<file path="src/rtl/dpe_pkg.sv">
`default_nettype none
package dpe_pkg;
	// APB register byte offsets
	localparam logic [7:0] OFF_CTRL = 8'h00;
	localparam logic [7:0] OFF_STAT = 8'h04;
	localparam logic [7:0] OFF_ISTAT = 8'h08;
	localparam logic [7:0] OFF_IMASK = 8'h0c;
	localparam logic [7:0] OFF_ECNT = 8'h10;

	// Control register layout, bit 0 upward
	localparam int unsigned CTRL_ECC_BIT = 0;
	localparam int unsigned CTRL_XACK_BIT = 1;
	localparam int unsigned CTRL_SYNC_A_BIT = 2;
	localparam int unsigned CTRL_SYNC_B_BIT = 3;
	localparam int unsigned CTRL_FAST_BIT = 4;
	localparam int unsigned CTRL_W = 5;

	typedef struct packed {
		logic fast;
		logic sync_b;
		logic sync_a;
		logic xack;
		logic ecc;
	} dpe_cfg_t;

	localparam dpe_cfg_t CTRL_RST = 5'h00;
	localparam dpe_cfg_t CFG_ECC_DEF = 5'h01;
	localparam dpe_cfg_t CFG_NON_DEF = 5'h00;

	// Interrupt status and mask layout
	localparam int unsigned IRQ_ERR_BIT = 0;
	localparam int unsigned IRQ_UNC_BIT = 1;
	localparam int unsigned IRQ_INIT_BIT = 2;
	localparam int unsigned IRQ_W = 3;
	localparam logic [IRQ_W-1:0] IMASK_RST = 3'h0;

	// Sequencing counts
	localparam logic [15:0] PROG_BITS = 16'h0005;
	localparam logic [15:0] WARM_CYCLES = 16'h0008;

	// Memory port request
	typedef struct packed {
		logic wr;
		logic req;
	} dpe_req_t;

	typedef enum logic [3:0] {
		ST_PROG = 4'h0,
		ST_WARM = 4'h1,
		ST_INIT = 4'h3,
		ST_IDLE = 4'h2,
		ST_ROW = 4'h6,
		ST_COL = 4'h7,
		ST_CHK = 4'h5,
		ST_WB = 4'h4,
		ST_DONE = 4'hc,
		ST_REF = 4'hd
	} dpe_state_t;
endpackage
`default_nettype wire

</file>
<file path="src/rtl/dpe_ctrl.sv">
`default_nettype none
// What this block does
// - Non-ECC: transfer ack marks data valid
// - ECC: config bit picks xack or ack
// - ECC: sync bit picks early or late ack
// - Non-ECC: early go, timing by sync bit
// - ECC: zero fill initialises memory after reset
// - ECC: latch strobe captures syndrome, makes checkbits
// - Byte mark disable during read or refresh
// - Also during init and 8-cycle warm-up
// - ECC: error log strobe pulse on error
// - No error log strobe during refresh
// - Lock shuts out the port not served
// - Correctable low suppresses write-back enable
// - Fast cycle: own address latch strobe, port A grants only
// - Strap high ECC default, low non-ECC
// - 8-cycle warm-up after programming bits
module dpe_ctrl import dpe_pkg::*; #(
	parameter logic [15:0] INIT_WORDS = 16'h0100
) (
	input wire logic clk,
	input wire logic rst_b,
	input wire logic [7:0] paddr,
	input wire logic psel,
	input wire logic penable,
	input wire logic pwrite,
	input wire logic [31:0] pwdata,
	output logic [31:0] prdata,
	output logic pready,
	output logic pslverr,
	output logic irq,
	input wire dpe_req_t port_a_req,
	input wire dpe_req_t port_b_req,
	input wire logic lock_in,
	input wire logic refresh_req,
	input wire logic whole_word_write_in,
	input wire logic error_detect_in,
	input wire logic correctable_in,
	input wire logic strap_program_in,
	output logic port_a_transfer_ack,
	output logic port_b_transfer_ack,
	output logic port_a_ecc_ack,
	output logic port_b_ecc_ack,
	output logic port_a_early_go,
	output logic port_b_early_go,
	output logic fast_addr_latch_strobe,
	output logic zero_fill_cmd,
	output logic check_latch_strobe,
	output logic all_bytes_out_enable,
	output logic error_log_strobe_b,
	output logic ram_write_en
);
	dpe_state_t st_r;
	dpe_state_t st_nxt;
	dpe_cfg_t cfg_r;
	dpe_cfg_t prog_word;
	logic [15:0] cnt_r;
	logic [CTRL_W-1:0] shift_r;
	logic [1:0] req;
	logic [1:0] blocked;
	logic [1:0] grant;
	logic [1:0] done_r;
	logic [1:0] ackd_r;
	logic [1:0] sync_sel;
	logic [1:0] ack_pulse;
	logic [1:0] go_pulse;
	logic [1:0] fin_pulse;
	logic cur_port_r;
	logic last_port_r;
	logic cur_wr_r;
	logic rmw_r;
	logic err_r;
	logic corr_r;
	logic lock_prev_r;
	logic lock_port_r;
	logic lock_owner;
	logic init_done_r;
	logic log_b_r;
	logic err_ev;
	logic unc_ev;
	logic init_ev;
	logic in_cycle;
	logic [IRQ_W-1:0] ist_r;
	logic [IRQ_W-1:0] imask_r;
	logic [IRQ_W-1:0] ev;
	logic [15:0] ecnt_r;
	logic [31:0] prdata_r;
	logic pslverr_r;
	logic wr_acc;
	logic setup;

	// Port requests, index 0 is port A
	assign req = {port_b_req.req & ~done_r[1], port_a_req.req & ~done_r[0]};
	assign sync_sel = {cfg_r.sync_b, cfg_r.sync_a};

	// Lock owner is the port in service when lock rose
	assign lock_owner = lock_prev_r ? lock_port_r : cur_port_r;
	assign blocked[0] = lock_in & lock_owner;
	assign blocked[1] = lock_in & ~lock_owner;

	// Round robin between ports that are free to go
	always_comb begin
		grant = 2'b00;
		if (st_r == ST_IDLE && !refresh_req) begin
			if (req[0] && !blocked[0] && (!req[1] || blocked[1] || last_port_r))
				grant = 2'b01;
			else if (req[1] && !blocked[1])
				grant = 2'b10;
		end
	end

	// Sequencer
	always_comb begin
		st_nxt = st_r;
		unique case (st_r)
		ST_PROG: if (cnt_r == PROG_BITS - 16'h0001) st_nxt = ST_WARM;
		ST_WARM: begin
			if (cnt_r == WARM_CYCLES - 16'h0001)
				st_nxt = prog_word.ecc ? ST_INIT : ST_IDLE;
		end
		ST_INIT: if (cnt_r == INIT_WORDS - 16'h0001) st_nxt = ST_IDLE;
		ST_IDLE: begin
			if (refresh_req)
				st_nxt = ST_REF;
			else if (|grant)
				st_nxt = ST_ROW;
		end
		ST_ROW: st_nxt = ST_COL;
		ST_COL: st_nxt = (cfg_r.ecc && (!cur_wr_r || rmw_r)) ? ST_CHK : ST_DONE;
		ST_CHK: begin
			if (rmw_r || (error_detect_in && correctable_in))
				st_nxt = ST_WB;
			else
				st_nxt = ST_DONE;
		end
		ST_WB: st_nxt = ST_DONE;
		ST_DONE: st_nxt = ST_IDLE;
		ST_REF: st_nxt = ST_IDLE;
		default: st_nxt = ST_IDLE;
		endcase
	end

	always_ff @(posedge clk or negedge rst_b) begin
		if (!rst_b)
			st_r <= ST_PROG;
		else
			st_r <= st_nxt;
	end

	// Cycle counter for programming, warm-up and init
	always_ff @(posedge clk or negedge rst_b) begin
		if (!rst_b)
			cnt_r <= 16'h0000;
		else if (st_nxt != st_r)
			cnt_r <= 16'h0000;
		else
			cnt_r <= cnt_r + 16'h0001;
	end

	// Program bits shifted in from the strap pin
	always_ff @(posedge clk or negedge rst_b) begin
		if (!rst_b)
			shift_r <= '0;
		else if (st_r == ST_PROG)
			shift_r <= {strap_program_in, shift_r[CTRL_W-1:1]};
	end

	// Solid strap levels select the default configurations
	always_comb begin
		if (&shift_r)
			prog_word = CFG_ECC_DEF;
		else if (~|shift_r)
			prog_word = CFG_NON_DEF;
		else
			prog_word = shift_r;
	end

	assign setup = psel & ~penable;
	assign wr_acc = psel & penable & pwrite;

	// Configuration: loaded from the strap, then software
	always_ff @(posedge clk or negedge rst_b) begin
		if (!rst_b)
			cfg_r <= CTRL_RST;
		else if (st_r == ST_WARM && cnt_r == 16'h0000)
			cfg_r <= prog_word;
		else if (wr_acc && paddr == OFF_CTRL)
			cfg_r <= pwdata[CTRL_W-1:0];
	end

	// Cycle attributes latched at grant
	always_ff @(posedge clk or negedge rst_b) begin
		if (!rst_b) begin
			cur_port_r <= 1'b0;
			last_port_r <= 1'b0;
			cur_wr_r <= 1'b0;
			rmw_r <= 1'b0;
		end else if (|grant) begin
			cur_port_r <= grant[1];
			last_port_r <= grant[1];
			cur_wr_r <= grant[1] ? port_b_req.wr : port_a_req.wr;
			rmw_r <= cfg_r.ecc & ~whole_word_write_in &
				(grant[1] ? port_b_req.wr : port_a_req.wr);
		end
	end

	// Error flags sampled in the check phase
	always_ff @(posedge clk or negedge rst_b) begin
		if (!rst_b) begin
			err_r <= 1'b0;
			corr_r <= 1'b0;
		end else if (st_r == ST_CHK) begin
			err_r <= error_detect_in;
			corr_r <= correctable_in;
		end
	end

	// Lock owner capture on the rising lock
	always_ff @(posedge clk or negedge rst_b) begin
		if (!rst_b) begin
			lock_prev_r <= 1'b0;
			lock_port_r <= 1'b0;
		end else begin
			lock_prev_r <= lock_in;
			if (lock_in && !lock_prev_r)
				lock_port_r <= cur_port_r;
		end
	end

	// Acknowledge timing per port
	assign in_cycle = (st_r == ST_ROW) || (st_r == ST_COL) ||
		(st_r == ST_CHK) || (st_r == ST_WB) || (st_r == ST_DONE);
	always_comb begin
		for (int i = 0; i < 2; i++) begin
			fin_pulse[i] = (st_r == ST_DONE) && (cur_port_r == i[0]);
			ack_pulse[i] = cfg_r.ecc && (cur_port_r == i[0]) &&
				(sync_sel[i] ? st_r == ST_COL : st_r == ST_DONE);
			go_pulse[i] = !cfg_r.ecc && (cur_port_r == i[0]) &&
				(sync_sel[i] ? st_r == ST_COL : st_r == ST_ROW);
		end
	end

	// Served and acknowledged flags, set wins over release
	always_ff @(posedge clk or negedge rst_b) begin
		if (!rst_b) begin
			done_r <= 2'b00;
			ackd_r <= 2'b00;
		end else begin
			done_r <= fin_pulse | (done_r & {port_b_req.req, port_a_req.req});
			ackd_r <= ack_pulse | (ackd_r & {port_b_req.req, port_a_req.req});
		end
	end

	assign port_a_transfer_ack = !cfg_r.ecc && (fin_pulse[0] || done_r[0]);
	assign port_b_transfer_ack = !cfg_r.ecc && (fin_pulse[1] || done_r[1]);
	assign port_a_ecc_ack = ack_pulse[0] || (cfg_r.ecc && cfg_r.xack && ackd_r[0]);
	assign port_b_ecc_ack = ack_pulse[1] || (cfg_r.ecc && cfg_r.xack && ackd_r[1]);
	assign port_a_early_go = go_pulse[0];
	assign port_b_early_go = go_pulse[1];
	assign fast_addr_latch_strobe = cfg_r.fast && grant[0];

	// Correction unit control
	assign zero_fill_cmd = (st_r == ST_INIT);
	assign check_latch_strobe = cfg_r.ecc && ((st_r == ST_CHK) ||
		(st_r == ST_WB) || (st_r == ST_COL && cur_wr_r && !rmw_r));
	assign all_bytes_out_enable = (st_r == ST_WARM) || (st_r == ST_INIT) ||
		(st_r == ST_REF) || (in_cycle && (!cur_wr_r || rmw_r));
	assign ram_write_en = (st_r == ST_INIT) ||
		(st_r == ST_COL && cur_wr_r && !rmw_r) ||
		(st_r == ST_WB && (!err_r || corr_r));

	// Error events; check phase never runs in refresh
	assign err_ev = cfg_r.ecc && (st_r == ST_CHK) && error_detect_in;
	assign unc_ev = err_ev && !correctable_in;
	assign init_ev = (st_r != ST_IDLE) && (st_nxt == ST_IDLE) &&
		((st_r == ST_INIT) || (st_r == ST_WARM));

	always_ff @(posedge clk or negedge rst_b) begin
		if (!rst_b)
			log_b_r <= 1'b1;
		else
			log_b_r <= !err_ev;
	end
	assign error_log_strobe_b = log_b_r;

	always_ff @(posedge clk or negedge rst_b) begin
		if (!rst_b)
			init_done_r <= 1'b0;
		else if (init_ev)
			init_done_r <= 1'b1;
	end

	always_ff @(posedge clk or negedge rst_b) begin
		if (!rst_b)
			ecnt_r <= 16'h0000;
		else if (err_ev)
			ecnt_r <= ecnt_r + 16'h0001;
	end

	// Interrupt status, write one to clear, events win
	always_comb begin
		ev = '0;
		ev[IRQ_ERR_BIT] = err_ev;
		ev[IRQ_UNC_BIT] = unc_ev;
		ev[IRQ_INIT_BIT] = init_ev;
	end

	always_ff @(posedge clk or negedge rst_b) begin
		if (!rst_b)
			ist_r <= '0;
		else if (wr_acc && paddr == OFF_ISTAT)
			ist_r <= (ist_r & ~pwdata[IRQ_W-1:0]) | ev;
		else
			ist_r <= ist_r | ev;
	end

	always_ff @(posedge clk or negedge rst_b) begin
		if (!rst_b)
			imask_r <= IMASK_RST;
		else if (wr_acc && paddr == OFF_IMASK)
			imask_r <= pwdata[IRQ_W-1:0];
	end
	assign irq = |(ist_r & imask_r);

	// APB read data and error prepared in the setup phase
	always_ff @(posedge clk or negedge rst_b) begin
		if (!rst_b) begin
			prdata_r <= 32'h0000_0000;
			pslverr_r <= 1'b0;
		end else if (setup) begin
			prdata_r <= 32'h0000_0000;
			pslverr_r <= 1'b0;
			unique case (paddr)
			OFF_CTRL: prdata_r[CTRL_W-1:0] <= cfg_r;
			OFF_STAT: prdata_r[7:0] <= {lock_owner, cur_port_r, lock_in,
				init_done_r, st_r};
			OFF_ISTAT: prdata_r[IRQ_W-1:0] <= ist_r;
			OFF_IMASK: prdata_r[IRQ_W-1:0] <= imask_r;
			OFF_ECNT: prdata_r[15:0] <= ecnt_r;
			default: pslverr_r <= 1'b1;
			endcase
		end
	end
	assign prdata = prdata_r;
	assign pslverr = pslverr_r;
	assign pready = 1'b1;
endmodule // dpe_ctrl
`default_nettype wire

</file>
<file path="config.mk">
export PLATFORM = sky130hd
export DESIGN_NAME = dpe_ctrl
export DESIGN_NICKNAME = d
export VERILOG_FILES = /design/src/rtl/dpe_pkg.sv /design/src/rtl/dpe_ctrl.sv
export SDC_FILE = /design/constraint.sdc
export NUM_CORES = 1
export LEC_CHECK = 0
export BUFFER_PORTS_ARGS = -buffer_cell sky130_fd_sc_hd__buf_2
export CAP_MARGIN = 20
export CORE_AREA = 2 2 121 123
export DETAILED_ROUTE_END_ITERATION = 10
export DIE_AREA = 0 0 123 125
export GPL_TIMING_DRIVEN = 0
export PLACE_DENSITY = 0.53
export REMOVE_ABC_BUFFERS = 1
export SETUP_SLACK_MARGIN = 0.3
export SYNTH_ARGS = -nofsm -noshare
export SYNTH_HDL_FRONTEND = slang
export SYNTH_SLANG_ARGS = --single-unit
export TNS_END_PERCENT = 100
</file>
<file path="constraint.sdc">
create_clock -name clk -period 3.4 [get_ports clk]
set_input_delay 0.68 -clock clk [delete_from_list [all_inputs] [get_ports clk]]
set_output_delay 0.68 -clock clk [all_outputs]
set_load 0.02 [all_outputs]
</file>
==> results of run 1 <==
## cell families (layout without fill, tap and decap cells)
| group | after synthesis | in the layout | synth area share (%) |
|---|---|---|---|
| simple gates | 185 | 185 | 22.3 |
| compound gates | 100 | 100 | 15.2 |
| flops | 82 | 82 | 43.6 |
| xor+xnor | 29 | 29 | 5.40 |
| buf+inv | 62 | 95 | 6.75 |
| mux | 25 | 25 | 5.77 |
| other cells | 2 | 17 | 0.160 |
| fa+ha+maj | 3 | 3 | 0.798 |
## power by group
group | leakage (uW) | switching [uW] | internal [uW]
registers | 0.00108 | 327 | 1150
clock network | 0.000143 | 403 | 570
logic | 0.00114 | 668 | 463
## path summary, 6_finish.rpt
check	to	depth (start not counted)	slack (ps)	startpoint
max in group asynchronous	st_r[1]$_DFF_PN0_	2	2600	rst_b
min in group clk	init_done_r$_DFFE_PN0P_	1	470	init_done_r$_DFFE_PN0P_
max reg2reg	cnt_r[11]$_DFF_PN0_	6	920	st_r[2]$_DFF_PN0_
max	fast_addr_latch_strobe	4	530	st_r[2]$_DFF_PN0_
min reg2reg	init_done_r$_DFFE_PN0P_	1	470	init_done_r$_DFFE_PN0P_
min	prdata[0]$_DFFE_PN0P_	1	180	rst_b
## synth_stat cells (all sizes together), types with 7 or more instances
| library cell | number | area [um2] |
|---|---|---|
| nand2 | 57 | 214 |
| or4 | 19 | 150 |
| inv | 19 | 71.3 |
| nor3 | 11 | 55.1 |
| a21oi | 26 | 168 |
| nand2b | 10 | 62.6 |
| nor2 | 16 | 60.1 |
| o21ai | 29 | 145 |
| buf | 25 | 179 |
| nand3 | 18 | 90.1 |
| dfrtp | 81 | 2030 |
| mux2i | 8 | 80.1 |
| xnor2 | 19 | 166 |
| nor4 | 8 | 77.6 |
| mux2 | 17 | 191 |
| nand4 | 12 | 96.3 |
| and3 | 8 | 51.3 |
| clkbuf | 18 | 67.6 |
| xor2 | 10 | 87.6 |
| nor2b | 7 | 43.8 |
## flip-flops by register name, summed over array words and instances, names as in the netlist
signal              flops
err_r                   1
cur_wr_r                1
cnt_r                  16
prdata                 16
st_r                    4
ecnt_r                 16
lock_port_r             1
done_r                  2
pslverr                 1
rmw_r                   1
cfg_r                   5
imask_r                 3
error_log_strobe_b      1
last_port_r             1
ackd_r                  2
ist_r                   3
init_done_r             1
lock_prev_r             1
corr_r                  1
shift_r                 5
## cell type report
type / instances / area [um2] / area share [%]
clock buffers: 10 / 229 / 4.25
multi-input cells: 359 / 2400 / 44.6
inverters: 19 / 71.3 / 1.32
clock inverters: 6 / 65.1 / 1.21
repair buffers: 60 / 338 / 6.26
flip-flops and latches: 82 / 2050 / 38.1
well taps: 184 / 230 / 4.27
## worst register-to-register path, cell delays in order, from the launching register on
cell and delay [ps]:
dfrtp_1 800, nand2b_1 280, o21a_1 240, o21ai_0 570, buf_4 280, or4_1 140
a21oi_2 30
## layer usage
layer | track usage [%] | up-vias | part of all wire, %
li1 | - | 1816 | -
met1 | 18.0 | 1785 | 43
met2 | 24.8 | 79 | 50
met3 | 3.92 | 26 | 4.4
met4 | 6.35 | 0 | 2.7
met5 | 0 | - | 0
## cell usage in the layout, fill, tap and decap left out, drive strengths merged, types with 5 or more instances in the layout
cell | netlist | final
nand3 | 18 | 18
nand4 | 12 | 12
a22o | 5 | 5
xor2 | 10 | 10
xnor2 | 19 | 19
a31o | 6 | 6
buf | 25 | 60
nor2b | 7 | 7
nor4 | 8 | 8
nor2 | 16 | 16
nand2b | 10 | 10
dfrtp | 81 | 81
inv | 19 | 20
mux2i | 8 | 8
conb | 2 | 17
or4 | 19 | 19
and3 | 8 | 8
o21ai | 29 | 29
clkbuf | 18 | 10
a21oi | 26 | 26
mux2 | 17 | 17
nand2 | 57 | 57
nor3 | 11 | 11
## stage by stage
| step | utilization [%] | cell area (um2) | std cells |
|---|---|---|---|
| floorplan | - | 4520 | 460 |
| global placement | 35.4 | 5030 | 701 |
| detailed placement | 35.8 | 5080 | 703 |
| CTS | 37.9 | 5380 | 719 |
| global route | 38.0 | 5390 | 720 |
| finish | 38.0 | 5390 | 720 |
==> run summary, run 1 <==
Fin Hold WS: 181 ps
clk_skew: 9.48 ps
P_leak: 0.00236 uW
Initial Util: 33.1%
vias per inst: 5.15
die width: 123 um
sequential share of the synthesized area: 43.6%
largest stage delay on the critical path: 650 ps
area delta synth->final: 14.6%
max cap viols: 0
nets@finish: 589
Post-Synthesis Mean Instance Area: 9.64 um2
critical path's top delay family: simple AND/OR/NAND/NOR gates
initial antenna violation count: 0
Clock Latency Late Sink: 340 ps
routed len/inst: 15.2 um
Cell Pwr Density: 664 nW/um2
status: completed
clk buf depth: 2
Slew @ Worst Pin: 926 ps
Synth Warn #: 0
Antenna diodes: 0
count of pins over their slew limit: 0
Worst Path Arrival: 2190 ps
Slowest-stage cell, CP: dfrtp_1
Synth cell types: 65
critical path capture point type: output pin
CP cell instances: nor4b_1, nor2b_1, o2111a_1, buf_2
core area: 14200 um2
dpl ws: 361 ps
first-pass GRT wire length: 17900 um
Final Worst Setup Slack: 528 ps
number of I/O pins: 102
htree depth: 3
residual DRC count: 0
Resize count post-CTS: 0
Die Area: 15400 um2
final wirelength: 11000 um
final setup vio count: 0
grt ovf: 0
vias in the first global route: 3654
Fmax: 348 MHz
final worst-path cycle share: 84.5%
TritonCTS clock tree: yes
DR pass1 iterations: 4
total negative slack: 0 ps
TritonCTS Buffers: 9
final hold vios: 0
die height: 125 um
Crit path buffers/inverters: 1
post-DP HPWL: 7900 um
Synth Register Bits: 82
FFs w/ async S/R, synth: 100%
Peak VDD IR: 0.285 mV
DRT antenna net count: 0
num rows: 44
Hold/Removal Path Class: in2async
clk slew on worst S/H paths: 70 ps
total chip power: 3580 uW
WS Path Type: reg2out
Post-synth EDFFs: 0
CP Launch Type: register
Detailed Route Iter0 Violations: 197
Vias: 3706
mapped cell area: 4710 um2
fin crit period: 2870 ps
layout cell share with drive strength beyond 1: 23.1%
largest net degree at the start of global routing: 71
relative slew slack: 37.8%
Post-CTS Setup Inserts: 0
Post-Synthesis Cells: 488
cts hold-fix bufs: 0
FILL cells: 1453
TritonCTS sink count: 82
Req. time, crit path: 2720 ps
RSZ-0062 raised after global routing: false
top_reg_cell synth: dfrtp_1
IO Port Bufs: 57
Tot GR Track Use: 14.9%
gp weighted congestion: 0.806
clock root cell: clkbuf_16
Worst Path Max Fanout: 22
No activity file was read; power rests on OpenSTA's default activity.
==> inputs of run 2 (changes only) <==
--- a/config.mk
+++ b/config.mk
@@ -11,7 +11,7 @@
 export DETAILED_ROUTE_END_ITERATION = 10
 export DIE_AREA = 0 0 123 125
 export GPL_TIMING_DRIVEN = 0
-export PLACE_DENSITY = 0.53
+export PLACE_DENSITY = 0.55
 export REMOVE_ABC_BUFFERS = 1
 export SETUP_SLACK_MARGIN = 0.3
 export SYNTH_ARGS = -nofsm -noshare
==> constraint.sdc (replaced) <==
create_clock -name clk -period 2.5 [get_ports clk]
set_input_delay 0.5 -clock clk [delete_from_list [all_inputs] [get_ports clk]]
set_output_delay 0.5 -clock clk [all_outputs]
set_load 0.02 [all_outputs]
==> run 2 against run 1 <==
  * Sequential cell count unchanged
  * Die area stayed put
  * Wire length up 5.9%
  * Count of clock-buffer cells in the layout fell by 1
  * Hold slack got worse by 170 ps
  * Sequential power grew 29%
  * Non-clock buffer count up 31
  * Global-route usage is 0.68 points higher
  * Critical path depth unchanged
  * Clock skew shrank 1.1 ps
  * First-iteration DRC count down 31%
  * Cell count increased by 4.3%
  * Largest power group is now combinational cells
==> run summary, run 2 (synthesized netlist as in run 1, its figures left out) <==
Vias: 3827 (+3.3%)
Tot GR Track Use: 15.5% (+0.68 points)
clock root cell: clkbuf_16
Crit path buffers/inverters: 2 (+1)
critical path capture point type: output pin
number of I/O pins: 102 (unchanged)
DR pass1 iterations: 4 (unchanged)
Initial Util: 33.1% (unchanged)
TritonCTS sink count: 82 (unchanged)
Cell Count, Final, Fillers Out: 751 (+4.3%)
layout cell share with drive strength beyond 1: 33.9% (+11 points)
largest net degree at the start of global routing: 71 (unchanged)
P_leak: 0.00260 uW (+9.9%)
WS Path Type: reg2out
final setup vio count: 0 (unchanged)
final instance area: 5960 um2 (+11%)
top layer in use: met4
num rows: 44 (unchanged)
max cap viols: 0 (unchanged)
htree depth: 3 (unchanged)
residual DRC count: 0 (unchanged)
initial antenna violation count: 0 (unchanged)
status: completed
commonest cells after routing, fill and taps aside: 73 x dfrtp_1, 56 x nand2_1, 49 x buf_2, 33 x buf_4, 24 x o21ai_0
relative slew slack: 34.2% (-3.6 points)
Antenna diodes: 0 (unchanged)
CP Launch Type: register
TritonCTS Buffers: 9 (unchanged)
placed cells: 703 (unchanged)
Clock Latency Late Sink: 340 ps (about the same)
fin crit period: 2280 ps
met3 WL post-DR: 397 um (-18%)
final wirelength: 11600 um (+5.9%)
die height: 125 um (unchanged)
met2 wire len: 5840 um (+6.7%)
routed len/inst: 15.5 um (+1.6%)
CP cell instances: buf_4, nand2b_1, nor4_4, buf_4
grt ovf: 0 (unchanged)
Detailed Route Iter0 Violations: 135 (-31%)
gp weighted congestion: 0.811 (+0.62%)
post-DP HPWL: 7940 um (+0.60%)
M1 WL: 5180 um (+9.7%)
Worst Path Arrival: 1780 ps (-410 ps)
die width: 123 um (unchanged)
critical path's top delay family: simple AND/OR/NAND/NOR gates
dpl ws: -373 ps (-733 ps)
first-pass GRT wire length: 18800 um (+5.4%)
vias per inst: 5.10 (-1.0%)
DRT antenna net count: 0 (unchanged)
Slew @ Worst Pin: 987 ps (+61.4 ps)
IO Port Bufs: 57 (unchanged)
RSZ-0062 raised after global routing: true
Slowest-stage cell, CP: dfrtp_4
Die Area: 15400 um2 (unchanged)
TritonCTS clock tree: yes
vias in the first global route: 3734 (+2.2%)
area delta synth->final: 26.7%
clk slew on worst S/H paths: 70 ps (about the same)
largest stage delay on the critical path: 490 ps (-160 ps)
final hold vios: 0 (unchanged)
Cell Pwr Density: 948 nW/um2 (+43%)
clk_skew: 8.43 ps (-1.05 ps)
Fmax: 439 MHz
most used cell, CP: buf_4
Worst Path Max Fanout: 10 (-55%)
Req. time, crit path: 2000 ps (-720 ps)
nets@finish: 620 (+5.3%)
final worst-path cycle share: 91.1%
placed cell areas: 5080 um2 (about the same)
Final Worst Setup Slack: 223 ps (-304 ps)
clk buf depth: 2 (unchanged)
most common cell after layout, fill and taps aside: dfrtp_1
Peak VDD IR: 0.515 mV (+81%)
count of pins over their slew limit: 0 (unchanged)
FILL cells: 1389 (-4.4%)
core area: 14200 um2 (unchanged)
Hold/Removal Path Class: in2async
[run 2: stage by stage]
step                total power, uW  hold WS [ps]  util, %  setup TNS (ps)
floorplan                      3010           204        -               0
global placement               3500           447     35.4          -13300
detailed placement             3560           371     35.7           -3750
CTS                            5540          1.59     40.6               0
global route                   5980          7.66     42.0               0
finish                         5650          6.75     42.0               0
[run 2: final cells by class]
type                            instances  area, um2  area share [%]
Timing Repair Buffer                   91        633            10.6
Clock buffer                            9        225            3.78
Clock inverter                          7        106            1.78
Multi-Input combinational cell        359       2630            44.0
Inverter                               19       71.3            1.20
Tap cell                              184        230            3.86
Sequential cell                        82       2070            34.7
[run 2: worst paths after layout]
check / to / start / cells after the start / slack (ps)
hold reg to reg: ecnt_r[15]$_DFFE_PN0P_ / ecnt_r[15]$_DFFE_PN0P_ / 1 / 470
min in group clk: lock_prev_r$_DFF_PN0_ / lock_in / 1 / 370
setup reg to reg: cnt_r[4]$_DFF_PN0_ / cnt_r[10]$_DFF_PN0_ / 6 / 260
max in group asynchronous: st_r[1]$_DFF_PN0_ / rst_b / 2 / 1860
setup / recovery: port_a_early_go / st_r[1]$_DFF_PN0_ / 4 / 220
hold / removal: ist_r[1]$_DFF_PN0_ / rst_b / 1 / 7
[run 2: what timing repair did]
item,CTS,global route
hold buffers,0,0
buffers inserted,25,7
pin swaps,9,13
gates resized for setup,40,32
endpoints found under the setup margin,37,48
[run 2: routing by layer]
layer,up-vias,global-route usage [%]
li1,1882,-
met2,72,26.4
met3,13,3.28
met4,0,5.15
met5,-,0
met1,1860,19.6
[run 2: worst register-to-register path: stages, from the launching register on]
cell     delay, ps
dfrtp_1        430
or4_4          520
or4_4          560
a22oi_4        200
a31o_4         210
buf_12         130
a21oi_1         70
[run 2: report_power, final]
| part | switching, uW | internal (uW) |
|---|---|---|
| combinational | 1260 | 1010 |
| clock | 587 | 895 |
| sequential | 320 | 1590 |
==> inputs of run 3 (changes only) <==
--- a/config.mk
+++ b/config.mk
@@ -7,11 +7,11 @@
 export LEC_CHECK = 0
 export BUFFER_PORTS_ARGS = -buffer_cell sky130_fd_sc_hd__buf_2
 export CAP_MARGIN = 20
-export CORE_AREA = 2 2 121 123
+export CORE_AREA = 2 2 101 103
 export DETAILED_ROUTE_END_ITERATION = 10
-export DIE_AREA = 0 0 123 125
+export DIE_AREA = 0 0 103 105
 export GPL_TIMING_DRIVEN = 0
-export PLACE_DENSITY = 0.55
+export PLACE_DENSITY = 0.74
 export REMOVE_ABC_BUFFERS = 1
 export SETUP_SLACK_MARGIN = 0.3
 export SYNTH_ARGS = -nofsm -noshare
==> run 3 against run 2 <==
  * Critical path depth is 2 higher
  * Combinational power grew 5%
  * Count of clock-buffer cells in the layout did not move
  * First-iteration DRC count rose by 70%
  * Sequential share of layout area increased by 1.0 points
  * Worst setup slack worse by 61 ps
  * Power shrank 5.4%
  * Sequential power barely moved
  * Critical endpoint is now cnt_r[2]$_DFF_PN0_
  * Non-clock buffer count is 1 higher
  * Die area fell by 30%
==> run summary, run 3 (synthesized netlist as in run 1, its figures left out) <==
placed cells: 653 (-7.1%)
final wirelength: 11800 um (+1.6%)
core area: 9640 um2 (-32%)
number of I/O pins: 102 (unchanged)
TritonCTS clock tree: yes
Fmax: 428 MHz (-2.6%)
final hold vios: 0 (unchanged)
WS Path Type: reg2reg
Peak VDD IR: 0.694 mV (+35%)
num rows: 36 (-18%)
Initial Util: 48.8% (+16 points)
clk buf depth: 2 (unchanged)
relative slew slack: 33.4% (-0.74 points)
P_leak: 0.00255 uW (-2.0%)
routed len/inst: 16.9 um (+8.9%)
IO Port Bufs: 57 (unchanged)
most used cell, CP: or4_4
Slew @ Worst Pin: 998 ps (+11.1 ps)
first-pass GRT wire length: 18900 um (+0.40%)
max cap viols: 0 (unchanged)
commonest cells after routing, fill and taps aside: 75 x dfrtp_1, 56 x nand2_1, 52 x buf_2, 34 x buf_4, 27 x o21ai_0
Worst Path Arrival: 2580 ps (+800 ps)
total negative slack: 0 ps (unchanged)
clk_skew: 10.7 ps (+2.23 ps)
Detailed Route Iter0 Violations: 229 (+70%)
final setup vio count: 0 (unchanged)
die width: 103 um (-16%)
placed cell areas: 5020 um2 (-1.1%)
clk slew on worst S/H paths: 80 ps (about the same)
TritonCTS Buffers: 9 (unchanged)
Cell Count, Final, Fillers Out: 701 (-6.7%)
post-DP HPWL: 7410 um (-6.8%)
Die Area: 10800 um2 (-30%)
Vias: 4020 (+5.0%)
vias per inst: 5.73 (+13%)
fin crit period: 2340 ps (+61.0 ps)
clock root cell: clkbuf_8
DRT antenna net count: 0 (unchanged)
layout cell share with drive strength beyond 1: 32.9% (-0.94 points)
Hold/Removal Path Class: in2reg
die height: 105 um (-16%)
largest stage delay on the critical path: 570 ps (+80 ps)
RSZ-0062 raised after global routing: true
count of pins over their slew limit: 0 (unchanged)
FILL cells: 818 (-41%)
TritonCTS sink count: 82 (unchanged)
vias in the first global route: 3891 (+4.2%)
nets@finish: 622 (+0.32%)
status: completed
Slowest-stage cell, CP: or4_4
area delta synth->final: 23.0%
most common cell after layout, fill and taps aside: dfrtp_1
initial antenna violation count: 1 (+1)
critical path capture point type: register
final worst-path cycle share: 93.5% (+2.4 points)
DR pass1 iterations: 4 (unchanged)
final instance area: 5790 um2 (-2.9%)
Clock Latency Late Sink: 360 ps (+20 ps)
Req. time, crit path: 2740 ps (+740 ps)
Tot GR Track Use: 22.2% (+6.6 points)
htree depth: 3 (unchanged)
Antenna diodes: 0 (unchanged)
CP cell instances: or4_4, or4_4, a22oi_4, buf_6, a31o_4, a21oi_1
Cell Pwr Density: 923 nW/um2 (-2.6%)
Worst Path Max Fanout: 8 (-2)
gp weighted congestion: 0.841 (+3.7%)
grt ovf: 0 (unchanged)
residual DRC count: 0 (unchanged)
CP Launch Type: register
largest net degree at the start of global routing: 75 (+5.6%)
## run 3: changes by cell type in the layout (fill, tap and decap cells not counted), moves of 4 or more
| cell | previous run | this run |
|---|---|---|
| mux2_4 | 0 | 4 |
| clkbuf_8 | 0 | 9 |
| clkbuf_16 | 9 | 1 |
| mux2_2 | 17 | 13 |
## run 3: through the flow
step	setup WS, ps	total power [uW]	hold slack [ps]	utilization [%]
after floorplan	70.3	3010	204	-
after global placement	-434	3450	445	51.5
after detailed placement	-369	3550	346	52.1
after CTS	170	5090	332	57.7
after global routing	96.2	5620	346	60.0
final	162	5340	344	60.0
## run 3: power breakdown
group          leakage [uW]  total, uW  internal, uW  switching [uW]
clock              0.000105       1040           552             487
combinational       0.00136       2370          1050            1320
sequential          0.00108       1940          1580             356
## run 3: critical path, delay by kind of cell, from the launching register on
| kind | cells | cell delay [ps] |
|---|---|---|
| and+or+nand+nor | 2 | 1120 |
| DFF | 1 | 410 |
| AOI/OAI and AO/OA | 3 | 540 |
| buffers and inverters | 1 | 150 |
## run 3: path summary, 6_finish.rpt
kind                                   startpoint                     end  slack (ps)  cells past startpoint
hold / removal                            lock_in   lock_prev_r$_DFF_PN0_         340                      1
hold reg to reg            prdata[11]$_DFFE_PN0P_  prdata[11]$_DFFE_PN0P_         470                      2
min in group asynchronous                   rst_b   prdata[9]$_DFFE_PN0P_         510                      2
max in group asynchronous                   rst_b       st_r[2]$_DFF_PN0_        1360                      3
setup / recovery               cnt_r[9]$_DFF_PN0_      cnt_r[2]$_DFF_PN0_         160                      6
setup reg to reg               cnt_r[9]$_DFF_PN0_      cnt_r[2]$_DFF_PN0_         160                      6
## run 3: cell type report
cell class | instances | area [um2] | share of cell area [%]
clock inverter | 6 | 82.6 | 1.43
timing repair buffer | 92 | 629 | 10.9
multi-input combinational | 360 | 2650 | 45.7
clock buffer | 9 | 124 | 2.14
tap | 133 | 166 | 2.88
sequential | 82 | 2070 | 35.7
inverter | 19 | 71.3 | 1.23
## run 3: routing by layer
metal	up-vias	GRT usage, %	wire length (um)
li1	1881	-	-
met1	1975	27.7	4880
met2	131	36.4	6000
met3	33	4.35	556
met4	0	10.2	371
met5	-	0	0
## run 3: what timing repair did
action                                  CTS  global route
setup buffers                            17            13
endpoints found under the setup margin   38            46
pin swaps                                10             8
hold buffers                              1             0
gates cloned                              2             0
gates resized for setup                  38            27
endpoints found under the hold margin     7             0
